### src/hw/cmd_decode_pkg.sv
// Package for the DRAM command decoder: pin groups, command codes, counts.
// Assumes a single 200 MHz clock domain and a synchronous active-high reset.
package cmd_decode_pkg;

    // -------------------------------------------------------------------
    // Widths
    // -------------------------------------------------------------------
    localparam int BANK_W = 3;
    localparam int ADDR_W = 16;
    localparam int NBANKS = 8;

    // -------------------------------------------------------------------
    // Address bit positions
    // -------------------------------------------------------------------
    localparam int AUTO_PRECHARGE_POS = 10;
    localparam int BURST_CHOP_POS = 12;

    // -------------------------------------------------------------------
    // Burst timing: beats at two per clock
    // -------------------------------------------------------------------
    localparam logic [2:0] BURST8_CYCLES = 3'h4;
    localparam logic [2:0] BURST4_CYCLES = 3'h2;
    localparam logic [2:0] ZERO3 = 3'h0;

    // -------------------------------------------------------------------
    // Geometry defaults after reset (row and column width in bits)
    // -------------------------------------------------------------------
    localparam logic [4:0] ROW_BITS_RESET = 5'h10;
    localparam logic [3:0] COL_BITS_RESET = 4'hA;

    // Pin group sampled at each rising edge, control pins active low except clock enable
    typedef struct packed {
        logic cke;
        logic chip_select_n;
        logic row_strobe_n;
        logic col_strobe_n;
        logic write_enable_n;
        logic [BANK_W-1:0] bank;
        logic [ADDR_W-1:0] addr;
    } cmd_pins_t;

    // Decoded command
    typedef enum logic [4:0] {
        CMD_DESELECT,
        CMD_NO_OPERATION,
        CMD_MODE_REGISTER_WRITE,
        CMD_REFRESH,
        CMD_SELF_REFRESH_ENTRY,
        CMD_SELF_REFRESH_EXIT,
        CMD_BANK_CLOSE,
        CMD_ALL_BANK_CLOSE,
        CMD_ROW_OPEN,
        CMD_READ,
        CMD_WRITE,
        CMD_IMPEDANCE_CAL_LONG,
        CMD_IMPEDANCE_CAL_SHORT,
        CMD_POWERDOWN_ENTRY,
        CMD_POWERDOWN_EXIT,
        CMD_ILLEGAL
    } cmd_code_t;

    // Strobe group handed to the core, one cycle per command
    typedef struct packed {
        logic valid;
        cmd_code_t code;
        logic [BANK_W-1:0] bank;
        logic [ADDR_W-1:0] row;
        logic [ADDR_W-1:0] col;
        logic chop4;
        logic auto_close;
        logic [1:0] mode_reg_sel;
        logic [ADDR_W-1:0] mode_data;
    } cmd_out_t;

endpackage

### src/hw/pin_capture.sv
// Registers the command pins at each rising edge and the previous clock enable.
// Assumes the pins are already timed to ref_clk by the input stage.
`timescale 1ns/1ps
module pin_capture (
    input wire logic ref_clk,
    input wire logic rst,
    input wire cmd_decode_pkg::cmd_pins_t pins,
    output cmd_decode_pkg::cmd_pins_t pins_reg,
    output logic cke_prev_reg
);
    import cmd_decode_pkg::*;

    typedef struct packed {
        cmd_pins_t pins;
        logic cke_prev;
    } cap_state_t;

    cap_state_t state_reg;
    cap_state_t state_next;

    // Shift current sample into place and remember last clock enable
    // previous level kept
    always_comb
    begin
        state_next = state_reg;
        state_next.cke_prev = state_reg.pins.cke;
        state_next.pins = pins;
    end

    // Reset holds a deselect with clock enable low
    always_ff @(posedge ref_clk)
    begin
        if (rst)
        begin
            state_reg <= '0;
            state_reg.pins.chip_select_n <= 1'b1;
        end
        else
        begin
            state_reg <= state_next;
        end
    end

    assign pins_reg = state_reg.pins;
    assign cke_prev_reg = state_reg.cke_prev;
endmodule

### src/hw/burst_timer.sv
// One burst counter: loads on start and runs to zero, never cut short.
// Assumes start is a single-cycle strobe from the decoder.
`timescale 1ns/1ps
module burst_timer (
    input wire logic ref_clk,
    input wire logic rst,
    input wire logic start,
    input wire logic [2:0] length,
    output logic busy
);
    import cmd_decode_pkg::*;

    typedef struct packed {
        logic [2:0] count;
    } timer_state_t;

    timer_state_t state_reg;
    timer_state_t state_next;

    // Load when idle, count down otherwise
    always_comb
    begin
        state_next = state_reg;
        if (state_reg.count != ZERO3)
        begin
            state_next.count = state_reg.count - 3'h1;
        end
        else if (start)
        begin
            state_next.count = length;
        end
    end

    always_ff @(posedge ref_clk)
    begin
        if (rst)
        begin
            state_reg <= '0;
        end
        else
        begin
            state_reg <= state_next;
        end
    end

    assign busy = state_reg.count != ZERO3;
endmodule

### src/hw/cmd_decoder.sv
// Command decoder of a DDR DRAM: samples control pins, decodes commands,
// tracks bank, burst, power-down and self-refresh state.
// Assumes the controller drives valid levels and holds the reset pin high.
//
// How it works
// - Commands decode from select, strobes, write enable, clock enable, address bit 10 and power state.
// - Bank pins pick the bank, or the mode register being written.
// - Upper row and column bits beyond configured geometry are ignored.
// - A started burst always runs to its full length.
// - Fixed or per-command burst length comes from the mode setting.
// - Decoding ignores termination control; termination off in self refresh.
// - No refresh runs while in power-down.
// - No-operation starts nothing and lets operations continue.
// - Deselect has the same effect as no-operation but is reported as CMD_DESELECT.
// - Power-down exit leaves any running burst alone.
// - Per-command mode: chop bit low gives 4 beats, high 8; close bit precharges.
// - Fixed mode ignores chop bit; close bit chooses row open or precharge.
// - Clock enable judged as current level paired with previous level.
// - Select low, strobes and write enable high, with clock enable high in both samples, decodes no-operation.
// - Select high executes no new command unless clock enable changes (power-down entry, exit from either state).
`timescale 1ns/1ps
module cmd_decoder (
    input wire logic ref_clk,
    input wire logic rst,
    input wire cmd_decode_pkg::cmd_pins_t pins,
    input wire logic termination_control,
    input wire logic burst_on_the_fly,
    input wire logic fixed_chop4,
    input wire logic [4:0] row_bits,
    input wire logic [3:0] col_bits,
    output cmd_decode_pkg::cmd_out_t cmd,
    output logic [cmd_decode_pkg::NBANKS-1:0] bank_open,
    output logic read_busy,
    output logic write_busy,
    output logic in_powerdown,
    output logic in_self_refresh,
    output logic termination_enable,
    output logic refresh_pulse
);
    import cmd_decode_pkg::*;

    // -------------------------------------------------------------------
    // Pin sampling
    // -------------------------------------------------------------------
    cmd_pins_t p;
    logic cke_prev;
    logic rd_start;
    logic wr_start;
    logic [2:0] burst_len;

    pin_capture u_cap (
        .ref_clk(ref_clk),
        .rst(rst),
        .pins(pins),
        .pins_reg(p),
        .cke_prev_reg(cke_prev)
    );

    burst_timer u_rd (
        .ref_clk(ref_clk),
        .rst(rst),
        .start(rd_start),
        .length(burst_len),
        .busy(read_busy)
    );

    burst_timer u_wr (
        .ref_clk(ref_clk),
        .rst(rst),
        .start(wr_start),
        .length(burst_len),
        .busy(write_busy)
    );

    typedef enum logic [1:0] {
        PS_ACTIVE,
        PS_POWERDOWN,
        PS_SELF_REFRESH
    } pstate_t;

    typedef struct packed {
        pstate_t ps;
        logic [NBANKS-1:0] open;
        cmd_out_t out;
        logic refresh;
    } dec_state_t;

    dec_state_t state_reg;
    dec_state_t state_next;
    cmd_code_t code;
    logic [ADDR_W-1:0] row_mask;
    logic [ADDR_W-1:0] col_mask;
    logic sel_low_cmd;
    logic close_bit;
    logic idle_cmd;

    // -------------------------------------------------------------------
    // Command decode
    // -------------------------------------------------------------------
    assign close_bit = p.addr[AUTO_PRECHARGE_POS];
    assign sel_low_cmd = !p.chip_select_n;
    assign idle_cmd = p.chip_select_n
        || (!p.row_strobe_n == 1'b0 && p.col_strobe_n && p.write_enable_n);

    // decode from pin levels and power state; termination input plays no part
    always_comb
    begin
        code = CMD_ILLEGAL;
        if (cke_prev && !p.cke)
        begin
            // falling enable with refresh enters self refresh
            if (sel_low_cmd && !p.row_strobe_n && !p.col_strobe_n && p.write_enable_n)
            begin
                code = CMD_SELF_REFRESH_ENTRY;
            end
            // falling enable with idle command enters power-down
            else if (idle_cmd)
            begin
                code = CMD_POWERDOWN_ENTRY;
            end
        end
        else if (!cke_prev && p.cke)
        begin
            // rising enable leaves power-down or self refresh
            if (state_reg.ps == PS_SELF_REFRESH)
            begin
                code = CMD_SELF_REFRESH_EXIT;
            end
            else
            begin
                code = CMD_POWERDOWN_EXIT;
            end
        end
        else if (!cke_prev)
        begin
            code = CMD_DESELECT;
        end
        else if (p.chip_select_n)
        begin
            code = CMD_DESELECT;
        end
        else
        begin
            case ({p.row_strobe_n, p.col_strobe_n, p.write_enable_n})
                3'h0: code = CMD_MODE_REGISTER_WRITE; // all low
                3'h1: code = CMD_REFRESH;
                // close bit selects one or all banks
                3'h2: code = close_bit ? CMD_ALL_BANK_CLOSE : CMD_BANK_CLOSE;
                3'h3: code = CMD_ROW_OPEN;
                3'h4: code = CMD_WRITE;
                3'h5: code = CMD_READ;
                // close bit picks long or short calibration
                3'h6: code = close_bit ? CMD_IMPEDANCE_CAL_LONG : CMD_IMPEDANCE_CAL_SHORT;
                3'h7: code = CMD_NO_OPERATION;
                default: code = CMD_ILLEGAL;
            endcase
        end
    end

    // mask upper address bits beyond geometry
    assign row_mask = ADDR_W'((32'h1 << row_bits) - 32'h1);
    assign col_mask = ADDR_W'((32'h1 << col_bits) - 32'h1);

    // burst length source from mode setting
    always_comb
    begin
        if (burst_on_the_fly)
        begin
            // chop bit low gives four beats
            burst_len = p.addr[BURST_CHOP_POS] ? BURST8_CYCLES : BURST4_CYCLES;
        end
        else
        begin
            burst_len = fixed_chop4 ? BURST4_CYCLES : BURST8_CYCLES;
        end
    end

    // no new burst while one runs
    assign rd_start = code == CMD_READ && !read_busy && !write_busy;
    assign wr_start = code == CMD_WRITE && !read_busy && !write_busy;

    // -------------------------------------------------------------------
    // State update
    // -------------------------------------------------------------------
    always_comb
    begin
        state_next = state_reg;
        state_next.out = '0;
        state_next.refresh = 1'b0;
        case (code)
            CMD_DESELECT, CMD_NO_OPERATION:
            begin
                state_next.out.code = code;
            end
            CMD_MODE_REGISTER_WRITE:
            begin
                state_next.out.mode_reg_sel = p.bank[1:0];
                state_next.out.mode_data = p.addr;
            end
            CMD_REFRESH:
            begin
                state_next.refresh = state_reg.ps == PS_ACTIVE;
            end
            CMD_SELF_REFRESH_ENTRY:
            begin
                state_next.ps = PS_SELF_REFRESH;
            end
            CMD_SELF_REFRESH_EXIT, CMD_POWERDOWN_EXIT:
            begin
                state_next.ps = PS_ACTIVE;
            end
            CMD_POWERDOWN_ENTRY:
            begin
                state_next.ps = PS_POWERDOWN;
            end
            CMD_BANK_CLOSE:
            begin
                state_next.open[p.bank] = 1'b0;
            end
            CMD_ALL_BANK_CLOSE:
            begin
                state_next.open = '0;
            end
            CMD_ROW_OPEN:
            begin
                state_next.open[p.bank] = 1'b1;
                state_next.out.row = p.addr & row_mask;
            end
            CMD_READ, CMD_WRITE:
            begin
                state_next.out.col = p.addr & col_mask;
                state_next.out.chop4 = burst_len == BURST4_CYCLES;
                state_next.out.auto_close = close_bit;
                if (close_bit)
                begin
                    state_next.open[p.bank] = 1'b0;
                end
            end
            default:
            begin
                state_next.out.code = CMD_ILLEGAL;
            end
        endcase
        if (code != CMD_DESELECT && code != CMD_NO_OPERATION)
        begin
            state_next.out.valid = code != CMD_ILLEGAL;
            state_next.out.code = code;
            state_next.out.bank = p.bank;
        end
    end

    always_ff @(posedge ref_clk)
    begin
        if (rst)
        begin
            state_reg <= '0;
        end
        else
        begin
            state_reg <= state_next;
        end
    end

    // -------------------------------------------------------------------
    // Outputs
    // -------------------------------------------------------------------
    assign cmd = state_reg.out;
    assign bank_open = state_reg.open;
    assign in_powerdown = state_reg.ps == PS_POWERDOWN;
    assign in_self_refresh = state_reg.ps == PS_SELF_REFRESH;
    assign refresh_pulse = state_reg.refresh;
    assign termination_enable = termination_control && state_reg.ps != PS_SELF_REFRESH;
endmodule

### config.mk
export PLATFORM = sky130hd
export DESIGN_NAME = cmd_decoder
export DESIGN_NICKNAME = d
export VERILOG_FILES = /design/src/hw/cmd_decode_pkg.sv /design/src/hw/pin_capture.sv /design/src/hw/burst_timer.sv /design/src/hw/cmd_decoder.sv
export SDC_FILE = /design/constraint.sdc
export NUM_CORES = 1
export LEC_CHECK = 0
export BUFFER_PORTS_ARGS = -buffer_cell sky130_fd_sc_hd__buf_2
export CAP_MARGIN = 10
export CORE_ASPECT_RATIO = 1.25
export CORE_MARGIN = 4
export CORE_UTILIZATION = 26
export CTS_CLUSTER_DIAMETER = 50
export DETAILED_ROUTE_END_ITERATION = 12
export MAX_ROUTING_LAYER = met4
export PLACE_DENSITY = 0.48
export SYNTH_ARGS = -nofsm -noshare
export SYNTH_HDL_FRONTEND = slang
export SYNTH_SLANG_ARGS = --single-unit
export TNS_END_PERCENT = 10
### constraint.sdc
create_clock -name ref_clk -period 6.24 [get_ports ref_clk]
set_input_delay 1.248 -clock ref_clk [delete_from_list [all_inputs] [get_ports ref_clk]]
set_output_delay 1.248 -clock ref_clk [all_outputs]
set_load 0.02 [all_outputs]
# --- Word-level counts from Yosys, hierarchy flattened ---
# Index checks and enable logic that the tools add are counted.
# W data, S select, Z words.
totals:
  regBits: 103
  in_bits: 38
  elab_cells: 132
classes:
  n_addsub: 4
  n_lt_le_gt_ge: 2
  eq_ne: 26
  shifts: 2
  n_mux: 24
  n_bitwise: 10
  n_reduce_logical: 42
op_table:
  columns: ["op", "count"]
  rows:
  - ["$pmux W5 S8", 1]
  - ["$and A16 B16 Y16", 2]
  - ["$pmux W8 S4", 1]
  - ["$sub A16 B1 Y16 const B", 2]
  - ["$eq A5 B4 Y1 const B", 5]
  - ["$mux W3", 8]
  - ["$eq A5 B3 Y1 const B", 4]
  - ["$mux W5", 4]
  - ["$mux W8", 2]
  - ["$reduce_or A2 Y1", 8]
  - ["$shl A1 B4 Y16 const A", 1]
  - ["$shl A1 B5 Y16 const A", 1]
  - ["$logic_and A1 B1 Y1", 14]
  - ["$eq A3 B3 Y1 const B", 4]
  - ["$reduce_or A11 Y1", 1]
  - ["$eq A5 B2 Y1 const B", 2]
  - ["$pmux W5 S2", 1]
  - ["$eq A3 B2 Y1 const B", 3]
  - ["$reduce_bool A3 Y1", 3]
  - ["$and A8 B8 Y8", 1]
  - ["$mux W4", 2]
  - ["$not A8 Y8", 1]
  - ["$or A8 B8 Y8", 1]
  - ["$logic_not A1 Y1", 7]
  - ["other kinds (24)", 31]

# --- Longest topological paths before layout ---
# Gate-level depths: netlist (run 1).
logic_depth:
  word_depth: 11
  mapped_depth: 10

# --- Hierarchy ---
# Synthesis (run 1) repeated with hierarchy kept, for this count alone.
hier_totals:
  cells_unflattened: 500
  hier_area_um2: 4630.7
by_module_without_submodules:
  columns: ["mod", "instances", "cells_each", "area_each_um2", "seq_area_each_um2"]
  rows:
  - ["cmd_decoder", 1, 408, 3599.7, 1421.4]
  - ["pin_capture", 1, 52, 675.6, 500.5]
  - ["burst_timer", 2, 20, 177.7, 60.1]

# --- Worst setup path before layout (run 1) ---
# No wires, ideal clock.
synth_timing:
  kind: "input to register"
  startpoint: "in row_bits[4]"
  endpoint: "reg state_reg (netlist bit cmd[40])"
  arrival_ps: 2820
  setup_slack_ps: 3360
  path_stages: 9
  path_cell_list: "or2_2 nor2_1 nand3b_1 ha_1 clkbuf_1 nor3_1 mux2i_1 o21ai_0 and3_1"
synth_between:
  elab_chain_len: 3
synth_lines:
  columns: ["element", "line", "rtl"]
  rows:
  - ["start, declared", "cmd_decoder.sv:29", "input wire logic [4:0] row_bits,"]
  - ["$shl A1 B5 Y16", "cmd_decoder.sv:161", "assign row_mask = ADDR_W'((32'h1 << row_bits) - 32'h1);"]
  - ["$sub A16 B1 Y16", "cmd_decoder.sv:161", null]
  - ["$and A16 B16 Y16", "cmd_decoder.sv:227", "state_next.out.row = p.addr & row_mask;"]
  - ["end signal, assigned", "cmd_decoder.sv:260", "state_reg <= state_next;"]
  - ["end, declared", "cmd_decoder.sv:88", "dec_state_t state_reg;"]
# No other way between the ends.
# A chain may end at the register's enable or synchronous reset.

# --- Worst setup path after layout (run 1) ---
layout_timing:
  startpoint: "in termination_control"
  endpoint: "out termination_enable"
layout_between:
  elab_chain_len: 1
layout_lines:
  columns: ["element", "line", "rtl"]
  rows:
  - ["start, declared", "cmd_decoder.sv:26", "input wire logic termination_control,"]
  - ["$logic_and A1 B1 Y1", "cmd_decoder.sv:272", "assign termination_enable = termination_control && state_reg.ps != PS_SELF_REFRESH;"]
  - ["end, declared", "cmd_decoder.sv:37", "output logic termination_enable,"]
# No other way between the ends.

==> impl_metrics.json, run 1 <==
{
  "run_status": "finished clean",
  "cts_hold_repair.buffers": 0,
  "die_h_um": 156,
  "cts.path.max_buffers": 2,
  "tritoncts.num_buffers": 9,
  "fillers": 1815,
  "largest_register_ffs": 60,
  "floorplan.die.width_um": 127,
  "postSynthRegisterBits": 102,
  "fp.dieArea_mm2": 0.0198,
  "clock.fmax_mhz": 350,
  "p_total_mw": 1.52,
  "synth.cell_area_mm2": 0.00457,
  "max-slew-margin-rel": 0.428,
  "worst_skew_pair.late_latency_ps": 350,
  "post_cts_resized": 0,
  "most_frequent_cells_in_the_layout": "sky130_fd_sc_hd__buf_2 (111), sky130_fd_sc_hd__dfxtp_1 (102), sky130_fd_sc_hd__and3_1 (41), sky130_fd_sc_hd__nor2b_1 (32), sky130_fd_sc_hd__nor2_1 (23)",
  "remaining_drc_errors": 0,
  "pwr_density_cell_mw_per_mm2": 300,
  "totalNegativeSetupSlack_ps": 0,
  "timing.critical_path.mode_cell": "sky130_fd_sc_hd__buf_2",
  "post-route-util": 0.298,
  "routed_via_density": 4.44,
  "grt_pass1_wl_um": 17800,
  "postCtsSetupBuffers": 0,
  "r2r_slack_ps": 3640,
  "hold_path_class": "flop to flop",
  "critical_path_class": "input port to primary output",
  "antenna_found_initial": 1,
  "post_synth_inst_count": 480,
  "critPathMaxFanout": 1,
  "synthToLayoutAreaGrowth_pct": 11.2,
  "crit_chain": "buf_2 > nor2b_1 > buf_2",
  "ys_warn_count": 0,
  "final_clock_skew_ps": 8.21,
  "design.portCount": 113,
  "final-setup-viol-count": 0,
  "dpl.hpwl_um": 8440,
  "firstDrtPassIters": 4,
  "clk_transition_reported_paths_ps": 70,
  "timing.critical_path.required_ps": 4990,
  "cts_tree": "done",
  "netlist-cell-type-count": 61,
  "cts_max_level": 3,
  "cts.root.buffer_cell": "sky130_fd_sc_hd__clkbuf_16",
  "final_wl_um": 11400,
  "gr-total-overflow": 0,
  "crit_path_max_incr_delay_ps": 160,
  "drt_iter0_markers": 206,
  "drv_slew": 0,
  "grt_max_degree": 44,
  "initial_core_util": 0.268,
  "groute.usage.overall": 0.120,
  "yosys_most_used_dff": "sky130_fd_sc_hd__dfxtp_1",
  "rsz_0062_raised_after_global_routing": "false",
  "final_net_count": 551,
  "floorplan.rows": 53,
  "drtAntennaViolNets": 0,
  "multi_input_logic_area_mm2": 0.00185,
  "worst_slew_pin_slew_ps": 858,
  "end_kind": "primary output",
  "leakage_nw": 2.47,
  "crit_arrival_ps": 1610,
  "final_layout_size_suffix_gt1_frac": 0.271,
  "timing.final.hold_violations": 0,
  "min_period_over_period": 0.458,
  "synth-async-reset-ratio": 0,
  "clock_sinks": 102,
  "placeableCoreArea_mm2": 0.0170,
  "maxCapViolCount": 0,
  "synth_sequential_area_ratio": 0.447,
  "area_of_all_sequential_standard_cells_mm2": 0.00204,
  "avgRoutedWirePerCell_um": 15.6,
  "period_needed_ps": 2860,
  "syn_area_per_cell_um2": 9.53,
  "cp-start-kind": "input port",
  "synth_enable_flop_cells": 0,
  "layout.cells.most_common": "sky130_fd_sc_hd__buf_2",
  "grt_pass1_vias": 3221,
  "routabilityCongestion": 0.843,
  "ir_drop_v": 0.000126,
  "holdWs_ps": 465,
  "portBuffers": 111,
  "vias": 3257,
  "crit_slowest_cell": "sky130_fd_sc_hd__buf_2"
}
-- per-stage QoR --
step,cell area (um^2),std cells,setup slack (ps)
finish,5080,733,3380
detailed placement,4770,716,3040
CTS,5080,732,3370
floorplan,4580,481,3360
global placement,4770,716,3120
global route,5080,733,3110
-- kinds of logic after synthesis --
kind of cell             count (synthesis)  share of synthesized area
buffers and inverters                  108                      0.150
adder cells (fa/ha/maj)                  6                     0.0164
other                                    1                   0.000820
flip-flops                             102                      0.447
AO/OA/AOI/OAI                           66                      0.108
multiplexers                            16                     0.0353
XOR/XNOR                                 6                     0.0115
AND/OR/NAND/NOR                        175                      0.232
-- power breakdown --
part / internal, mW / total (mW) / switching [mW]
registers: 0.684 / 0.709 / 0.0251
logic: 0.0883 / 0.228 / 0.140
clock network: 0.345 / 0.587 / 0.242
-- synth_stat cells, types with 2 or more instances --
library cell	count	area, um^2
sky130_fd_sc_hd__xnor2_1	6	52.6
sky130_fd_sc_hd__ha_1	6	75.1
sky130_fd_sc_hd__a21oi_1	13	65.1
sky130_fd_sc_hd__nor2b_1	32	200
sky130_fd_sc_hd__mux2i_1	15	150
sky130_fd_sc_hd__buf_6	2	22.5
sky130_fd_sc_hd__o21ai_0	14	70.1
sky130_fd_sc_hd__and2b_1	2	15.0
sky130_fd_sc_hd__o31a_1	3	26.3
sky130_fd_sc_hd__and3b_1	5	43.8
sky130_fd_sc_hd__o211a_1	4	40.0
sky130_fd_sc_hd__a211oi_1	5	37.5
sky130_fd_sc_hd__clkbuf_1	21	78.8
sky130_fd_sc_hd__o31ai_1	3	22.5
sky130_fd_sc_hd__buf_2	4	20.0
sky130_fd_sc_hd__dfxtp_1	102	2040
sky130_fd_sc_hd__nor3_1	6	30.0
sky130_fd_sc_hd__and4b_1	2	20.0
sky130_fd_sc_hd__and3_1	41	257
sky130_fd_sc_hd__o311ai_1	6	52.6
sky130_fd_sc_hd__and2_1	7	43.8
sky130_fd_sc_hd__inv_1	12	45.0
sky130_fd_sc_hd__nand3_1	5	25.0
sky130_fd_sc_hd__nor2_1	23	86.3
sky130_fd_sc_hd__and4_1	3	26.3
sky130_fd_sc_hd__a31oi_1	4	25.0
sky130_fd_sc_hd__nand3b_1	5	37.5
sky130_fd_sc_hd__or2_2	2	12.5
sky130_fd_sc_hd__nand2b_1	5	31.3
sky130_fd_sc_hd__buf_4	69	518
sky130_fd_sc_hd__nor4b_1	2	17.5
sky130_fd_sc_hd__nand2_1	22	82.6
-- final cells by class --
| cell class | instances | area share |
|---|---|---|
| multi-input cells | 271 | 0.364 |
| clock buffers | 14 | 0.0539 |
| well taps | 220 | 0.0541 |
| flip-flops and latches | 102 | 0.402 |
| diodes | 1 | 0.000492 |
| inverters | 12 | 0.00886 |
| repair buffers | 111 | 0.109 |
| clock inverters | 2 | 0.00763 |
-- routing by layer --
| layer | global-route usage | wire length, um |
|---|---|---|
| met4 | 0.0491 | 186 |
| met5 | - | 0 |
| met2 | 0.198 | 5530 |
| met1 | 0.142 | 5020 |
| met3 | 0.0256 | 672 |
-- critical path: cells and delay by family --
kind,cells,cell delay [ps]
simple gates,1,110
buf+inv,2,250
-- worst paths after layout --
kind                             end                 from  cells past startpoint
hold / removal          bank_open[5]         bank_open[5]                      2
hold reg to reg         bank_open[5]         bank_open[5]                      2
setup reg to reg             cmd[29]   u_cap.pins_reg[19]                      6
setup / recovery  termination_enable  termination_control                      3
No activity file was read; power rests on OpenSTA's default activity.
==> run 2: changes to the inputs <==
- ABC_AREA: unset -> 1
- PLACE_DENSITY: 0.48 -> 0.49
- clock period: 6.24 -> 2.3 ns (I/O delays scaled with it)
==> impl_metrics.json, run 2 <==
{
  "run_status": "finished clean",
  "tritoncts.num_buffers": 9,
  "clock.fmax_mhz": 499,
  "synth-simple-area-share": 0.263,
  "p_total_mw": 4.33,
  "timing.final.hold_violations": 0,
  "drt_iter0_markers": 204,
  "gr-total-overflow": 0,
  "post_synth_inst_count": 608,
  "dpl.hpwl_um": 8950,
  "drtAntennaViolNets": 0,
  "maxCapViolCount": 0,
  "holdWs_ps": 290,
  "grt_max_degree": 35,
  "pwr_density_cell_mw_per_mm2": 830,
  "ir_drop_v": 0.000484,
  "final-setup-viol-count": 0,
  "cts_max_level": 3,
  "final_layout_size_suffix_gt1_frac": 0.243,
  "synth.most_common_cell": "sky130_fd_sc_hd__dfxtp_1",
  "min_period_over_period": 0.871,
  "timing.critical_path.required_ps": 2560,
  "largest_register_ffs": 60,
  "synth_enable_flop_cells": 0,
  "cts.path.max_buffers": 2,
  "placeableCoreArea_mm2": 0.0174,
  "met2_wire_length_um": 5870,
  "syn_area_per_cell_um2": 7.53,
  "post-route-util": 0.301,
  "end_kind": "flop",
  "detailed_place.area_mm2": 0.00490,
  "post-synth-top-area-cell": "sky130_fd_sc_hd__dfxtp_1",
  "final_cells": 887,
  "final_net_count": 702,
  "post_cts_resized": 0,
  "vias": 3620,
  "remaining_drc_errors": 0,
  "groute.usage.overall": 0.123,
  "fp.dieArea_mm2": 0.0198,
  "routed_via_density": 4.08,
  "number_of_placed_instances_with_taps_included": 871,
  "leakage_nw": 2.67,
  "synth-async-reset-ratio": 0,
  "final_wl_um": 11500,
  "yosys_most_used_dff": "sky130_fd_sc_hd__dfxtp_1",
  "cp-start-kind": "flop",
  "clock_sinks": 102,
  "cts_hold_repair.buffers": 0,
  "clk_transition_reported_paths_ps": 70,
  "cts_tree": "done",
  "floorplan.die.width_um": 127,
  "worst_skew_pair.late_latency_ps": 360,
  "floorplan.rows": 54,
  "post_synth_xor_area_fraction": 0.00191,
  "most_frequent_cells_in_the_layout": "sky130_fd_sc_hd__buf_2 (111), sky130_fd_sc_hd__dfxtp_1 (102), sky130_fd_sc_hd__inv_1 (99), sky130_fd_sc_hd__nor2_1 (95), sky130_fd_sc_hd__nand2_1 (86)",
  "synth_mux_area_frac": 0,
  "totalNegativeSetupSlack_ps": 0,
  "final_clock_skew_ps": 7.52,
  "main_combinational_cell_family_by_area_after_synthesis": "simple AND/OR/NAND/NOR gates",
  "netlist-cell-type-count": 36,
  "critPathMaxFanout": 16,
  "final.setup.worst_slack_ps": 297,
  "rsz_0062_raised_after_global_routing": "false",
  "firstDrtPassIters": 4,
  "met3_length_um": 574,
  "layout.cell_area.non_filler_mm2": 0.00522,
  "synth_sequential_area_ratio": 0.446,
  "initial_core_util": 0.264,
  "ys_warn_count": 0,
  "cts.root.buffer_cell": "sky130_fd_sc_hd__clkbuf_16",
  "place_ws_ps": 223,
  "synthToLayoutAreaGrowth_pct": 14.1,
  "antenna_found_initial": 0,
  "crit_arrival_ps": 2260,
  "hold_path_class": "input port to flop",
  "critical_path_class": "flop to flop",
  "drv_slew": 0,
  "ys_top_cells_by_count": "sky130_fd_sc_hd__dfxtp_1 (102), sky130_fd_sc_hd__inv_1 (99), sky130_fd_sc_hd__nor2_1 (95)",
  "grt_pass1_wl_um": 18300,
  "die_h_um": 156,
  "routabilityCongestion": 0.856,
  "route.top_layer_used": "met4",
  "synth.top_cells.by_area": "sky130_fd_sc_hd__dfxtp_1 (45%), sky130_fd_sc_hd__buf_4 (11%), sky130_fd_sc_hd__inv_1 (8.1%), sky130_fd_sc_hd__nor2_1 (7.8%), sky130_fd_sc_hd__nand2_1 (7.1%)",
  "avgRoutedWirePerCell_um": 13.0,
  "design.portCount": 113,
  "synth_largest_type_area_fraction": 0.446,
  "layout.cells.most_common": "sky130_fd_sc_hd__buf_2",
  "grt_pass1_vias": 3603,
  "synth_compound_area_frac": 0.0615,
  "postCtsSetupBuffers": 0,
  "synth.cell_area_mm2": 0.00458,
  "portBuffers": 111,
  "wirelength_met1_um": 4820,
  "period_needed_ps": 2000,
  "postSynthRegisterBits": 102,
  "synth_adder_area_share": 0.0164,
  "diodes": 0
}
## run 2: worst max-delay path: stages, from the launching register on
cell and delay (ps):
sky130_fd_sc_hd__dfxtp_1 450, sky130_fd_sc_hd__nand2_1 110, sky130_fd_sc_hd__nand2_1 70, sky130_fd_sc_hd__nand3_1 60, sky130_fd_sc_hd__nand2_1 60, sky130_fd_sc_hd__nand2_1 110, sky130_fd_sc_hd__a21oi_4 260, sky130_fd_sc_hd__inv_1 60
sky130_fd_sc_hd__nor2_1 140, sky130_fd_sc_hd__nand2_2 290, sky130_fd_sc_hd__nor4_1 280
## run 2: final timing paths
kind / cells past startpoint / slack, ps / from / endpoint
min reg2reg: 1 / 450 / u_rd.state_reg[0] / u_rd.state_reg[0]
max: 10 / 300 / u_cap.pins_reg[20] / cmd[47]
max reg2reg: 10 / 300 / u_cap.pins_reg[20] / cmd[47]
min: 2 / 290 / pins[22] / u_cap.pins_reg[22]
## run 2: cell type report
type | count | area [um^2]
Fill cell | 1904 | 12100
Clock inverter | 7 | 95.1
Multi-Input combinational cell | 324 | 1580
Inverter | 101 | 379
Clock buffer | 9 | 225
Tap cell | 224 | 280
Timing Repair Buffer | 120 | 623
Sequential cell | 102 | 2040
## run 2: power breakdown
part / internal, mW / switching [mW]
Sequential: 1.86 / 0.0546
Clock: 0.958 / 0.710
Combinational: 0.249 / 0.498
## run 2: per-layer routing
metal | up-vias | track usage
met5 | - | -
met4 | 0 | 0.0572
met3 | 17 | 0.0290
met2 | 81 | 0.211
met1 | 1613 | 0.135
li1 | 1909 | -
## run 2: cells by family after synthesis
kind of cell,count (synthesis)
other,1
adder cells (fa/ha/maj),6
XOR/XNOR,1
buffers and inverters,183
AND/OR/NAND/NOR,267
flip-flops,102
AO/OA/AOI/OAI,48
==> run 3: changes to the inputs <==
- clock period: 2.3 -> 1.8 ns (I/O delays scaled with it)
==> impl_metrics.json, run 3 (synthesis gave the netlist of run 2 again) <==
{
  "synthToLayoutAreaGrowth_pct": 26.0,
  "worst_slew_pin_slew_ps": 499,
  "total_switching_power_mw": 1.66,
  "grt_pass1_wl_um": 18600,
  "avgRoutedWirePerCell_um": 12.8,
  "timing.critical_path.required_ps": 2050,
  "internal-power_mw": 4.09,
  "firstDrtPassIters": 7,
  "layout.cells.most_common": "sky130_fd_sc_hd__buf_2",
  "pwr_density_cell_mw_per_mm2": 996,
  "most_frequent_cells_in_the_layout": "sky130_fd_sc_hd__buf_2 (110), sky130_fd_sc_hd__dfxtp_1 (99), sky130_fd_sc_hd__inv_1 (94), sky130_fd_sc_hd__nor2_1 (87), sky130_fd_sc_hd__nand2_1 (78)",
  "grt_pass1_vias": 3697,
  "fillers": 1859,
  "routabilityCongestion": 0.916,
  "floorplan.die.width_um": 127,
  "clk_transition_reported_paths_ps": 70,
  "vias": 3849,
  "drv_slew": 0,
  "gr-total-overflow": 0,
  "final_layout_size_suffix_gt1_frac": 0.344,
  "max-slew-margin-rel": 0.666,
  "final_net_count": 748,
  "final_clock_skew_ps": 7.83,
  "die_h_um": 156,
  "crit_arrival_ps": 1990,
  "crit_path_max_incr_delay_ps": 360,
  "post-route-util": 0.332,
  "cts.path.max_buffers": 2,
  "remaining_drc_errors": 0,
  "period_needed_ps": 1740,
  "groute.usage.overall": 0.124,
  "timing.critical_path.mode_cell": "sky130_fd_sc_hd__nand3_1",
  "ir_drop_v": 0.000562,
  "share_comb_of_total_power": 0.204,
  "maxCapViolCount": 0,
  "min_period_over_period": 0.968,
  "portBuffers": 111,
  "largest_register_ffs": 60,
  "routed_via_density": 4.13,
  "final_wl_um": 11900,
  "antenna_found_initial": 0,
  "design.portCount": 113,
  "diodes": 0,
  "clock.fmax_mhz": 574,
  "run_status": "finished clean",
  "final.setup.worst_slack_ps": 57.7,
  "timing.final.hold_violations": 0,
  "fp.dieArea_mm2": 0.0198,
  "hold_path_class": "input port to flop",
  "crit_slowest_cell": "sky130_fd_sc_hd__dfxtp_4",
  "initial_core_util": 0.264,
  "tritoncts.num_buffers": 9,
  "cp-start-kind": "flop",
  "cts.root.buffer_cell": "sky130_fd_sc_hd__clkbuf_16",
  "grt_max_degree": 36,
  "critPathMaxFanout": 5,
  "dpl.hpwl_um": 9160,
  "drtAntennaViolNets": 0,
  "power.share.switching": 0.289,
  "floorplan.rows": 54,
  "crit_chain": "inv_2 > nor2_4 > nand3_1 > nand3_1 > nand2_2 > nand3_2 > buf_4 > nand4_2 > buf_4 > nand3_1 > nand2_1 > inv_1 > nor2_1",
  "drt_iter0_markers": 166,
  "clock_sinks": 102,
  "critical_path_class": "flop to flop",
  "leakage_nw": 2.94,
  "share_seq_of_total_power": 0.427,
  "rsz_0062_raised_after_global_routing": "true",
  "cts_max_level": 3,
  "clock_power_share": 0.369,
  "end_kind": "flop",
  "cts_tree": "done",
  "place_ws_ps": -209,
  "worst_skew_pair.late_latency_ps": 360,
  "final-setup-viol-count": 0,
  "placeableCoreArea_mm2": 0.0174
}
run 3: cell count changes in the layout (fill, tap and decap cells not counted), sizes merged:
cell | before | now
buf | 120 | 166
clkbuf | 9 | 10
clkinv | 2 | 1
run 3: worst max-delay path, delay by kind of cell (launching register included):
family	cells	cell delay, ps
simple gates	9	890
buf+inv	4	390
flops	1	360
run 3: worst paths after layout:
check,from,to,slack [ps],cells after the start
max,u_cap.cke_prev_reg,bank_open[4],60,13
min,pins[22],u_cap.pins_reg[22],190,2
max reg2reg,u_cap.cke_prev_reg,bank_open[4],60,13
min reg2reg,u_cap.pins_reg[5],cmd[25],450,2
run 3: metal layers:
layer / vias to the layer above / track usage / part of all wire
li1: 1999 / - / -
met3: 23 / 0.0290 / 0.055
met2: 116 / 0.212 / 0.51
met4: 0 / 0.0557 / 0.030
met5: - / - / 0
met1: 1711 / 0.137 / 0.41
run 3: area by class of cell:
class | count | area (um^2) | area share
Clock buffer | 10 | 229 | 0.0397
Clock inverter | 6 | 92.6 | 0.0160
Inverter | 101 | 379 | 0.0657
Multi-Input combinational cell | 324 | 1730 | 0.299
Sequential cell | 102 | 2050 | 0.356
Tap cell | 224 | 280 | 0.0486
Timing Repair Buffer | 166 | 1010 | 0.175
run 3: timing repair:
action,CTS,global route
endpoints found under the setup margin,24,65
hold buffers,0,0
gates resized for setup,5,48
pin swaps,0,16
hold endpoints to repair,0,0
buffers inserted,0,4
run 3: per-stage QoR:
stage	std cells	hold slack (ps)	power (mW)	TNS [ps]	cell area, um^2
CTS	929	172	5.78	-19.7	5580
detailed placement	913	446	3.61	-837	5240
global route	933	181	6.12	-741	5770
finish	933	189	5.75	0	5770
global placement	913	438	3.61	-854	5240
floorplan	609	419	3.23	0	4580
run 3: power groups by stage:
| stage | Combinational [mW] | Sequential [mW] | Clock (mW) |
|---|---|---|---|
| after floorplan | 0.741 | 2.49 | 0 |
| after global placement | 1.11 | 2.50 | 0 |
| after detailed placement | 1.11 | 2.50 | 0 |
| after CTS | 1.11 | 2.45 | 2.21 |
| after global routing | 1.34 | 2.47 | 2.31 |
| final | 1.17 | 2.45 | 2.12 |
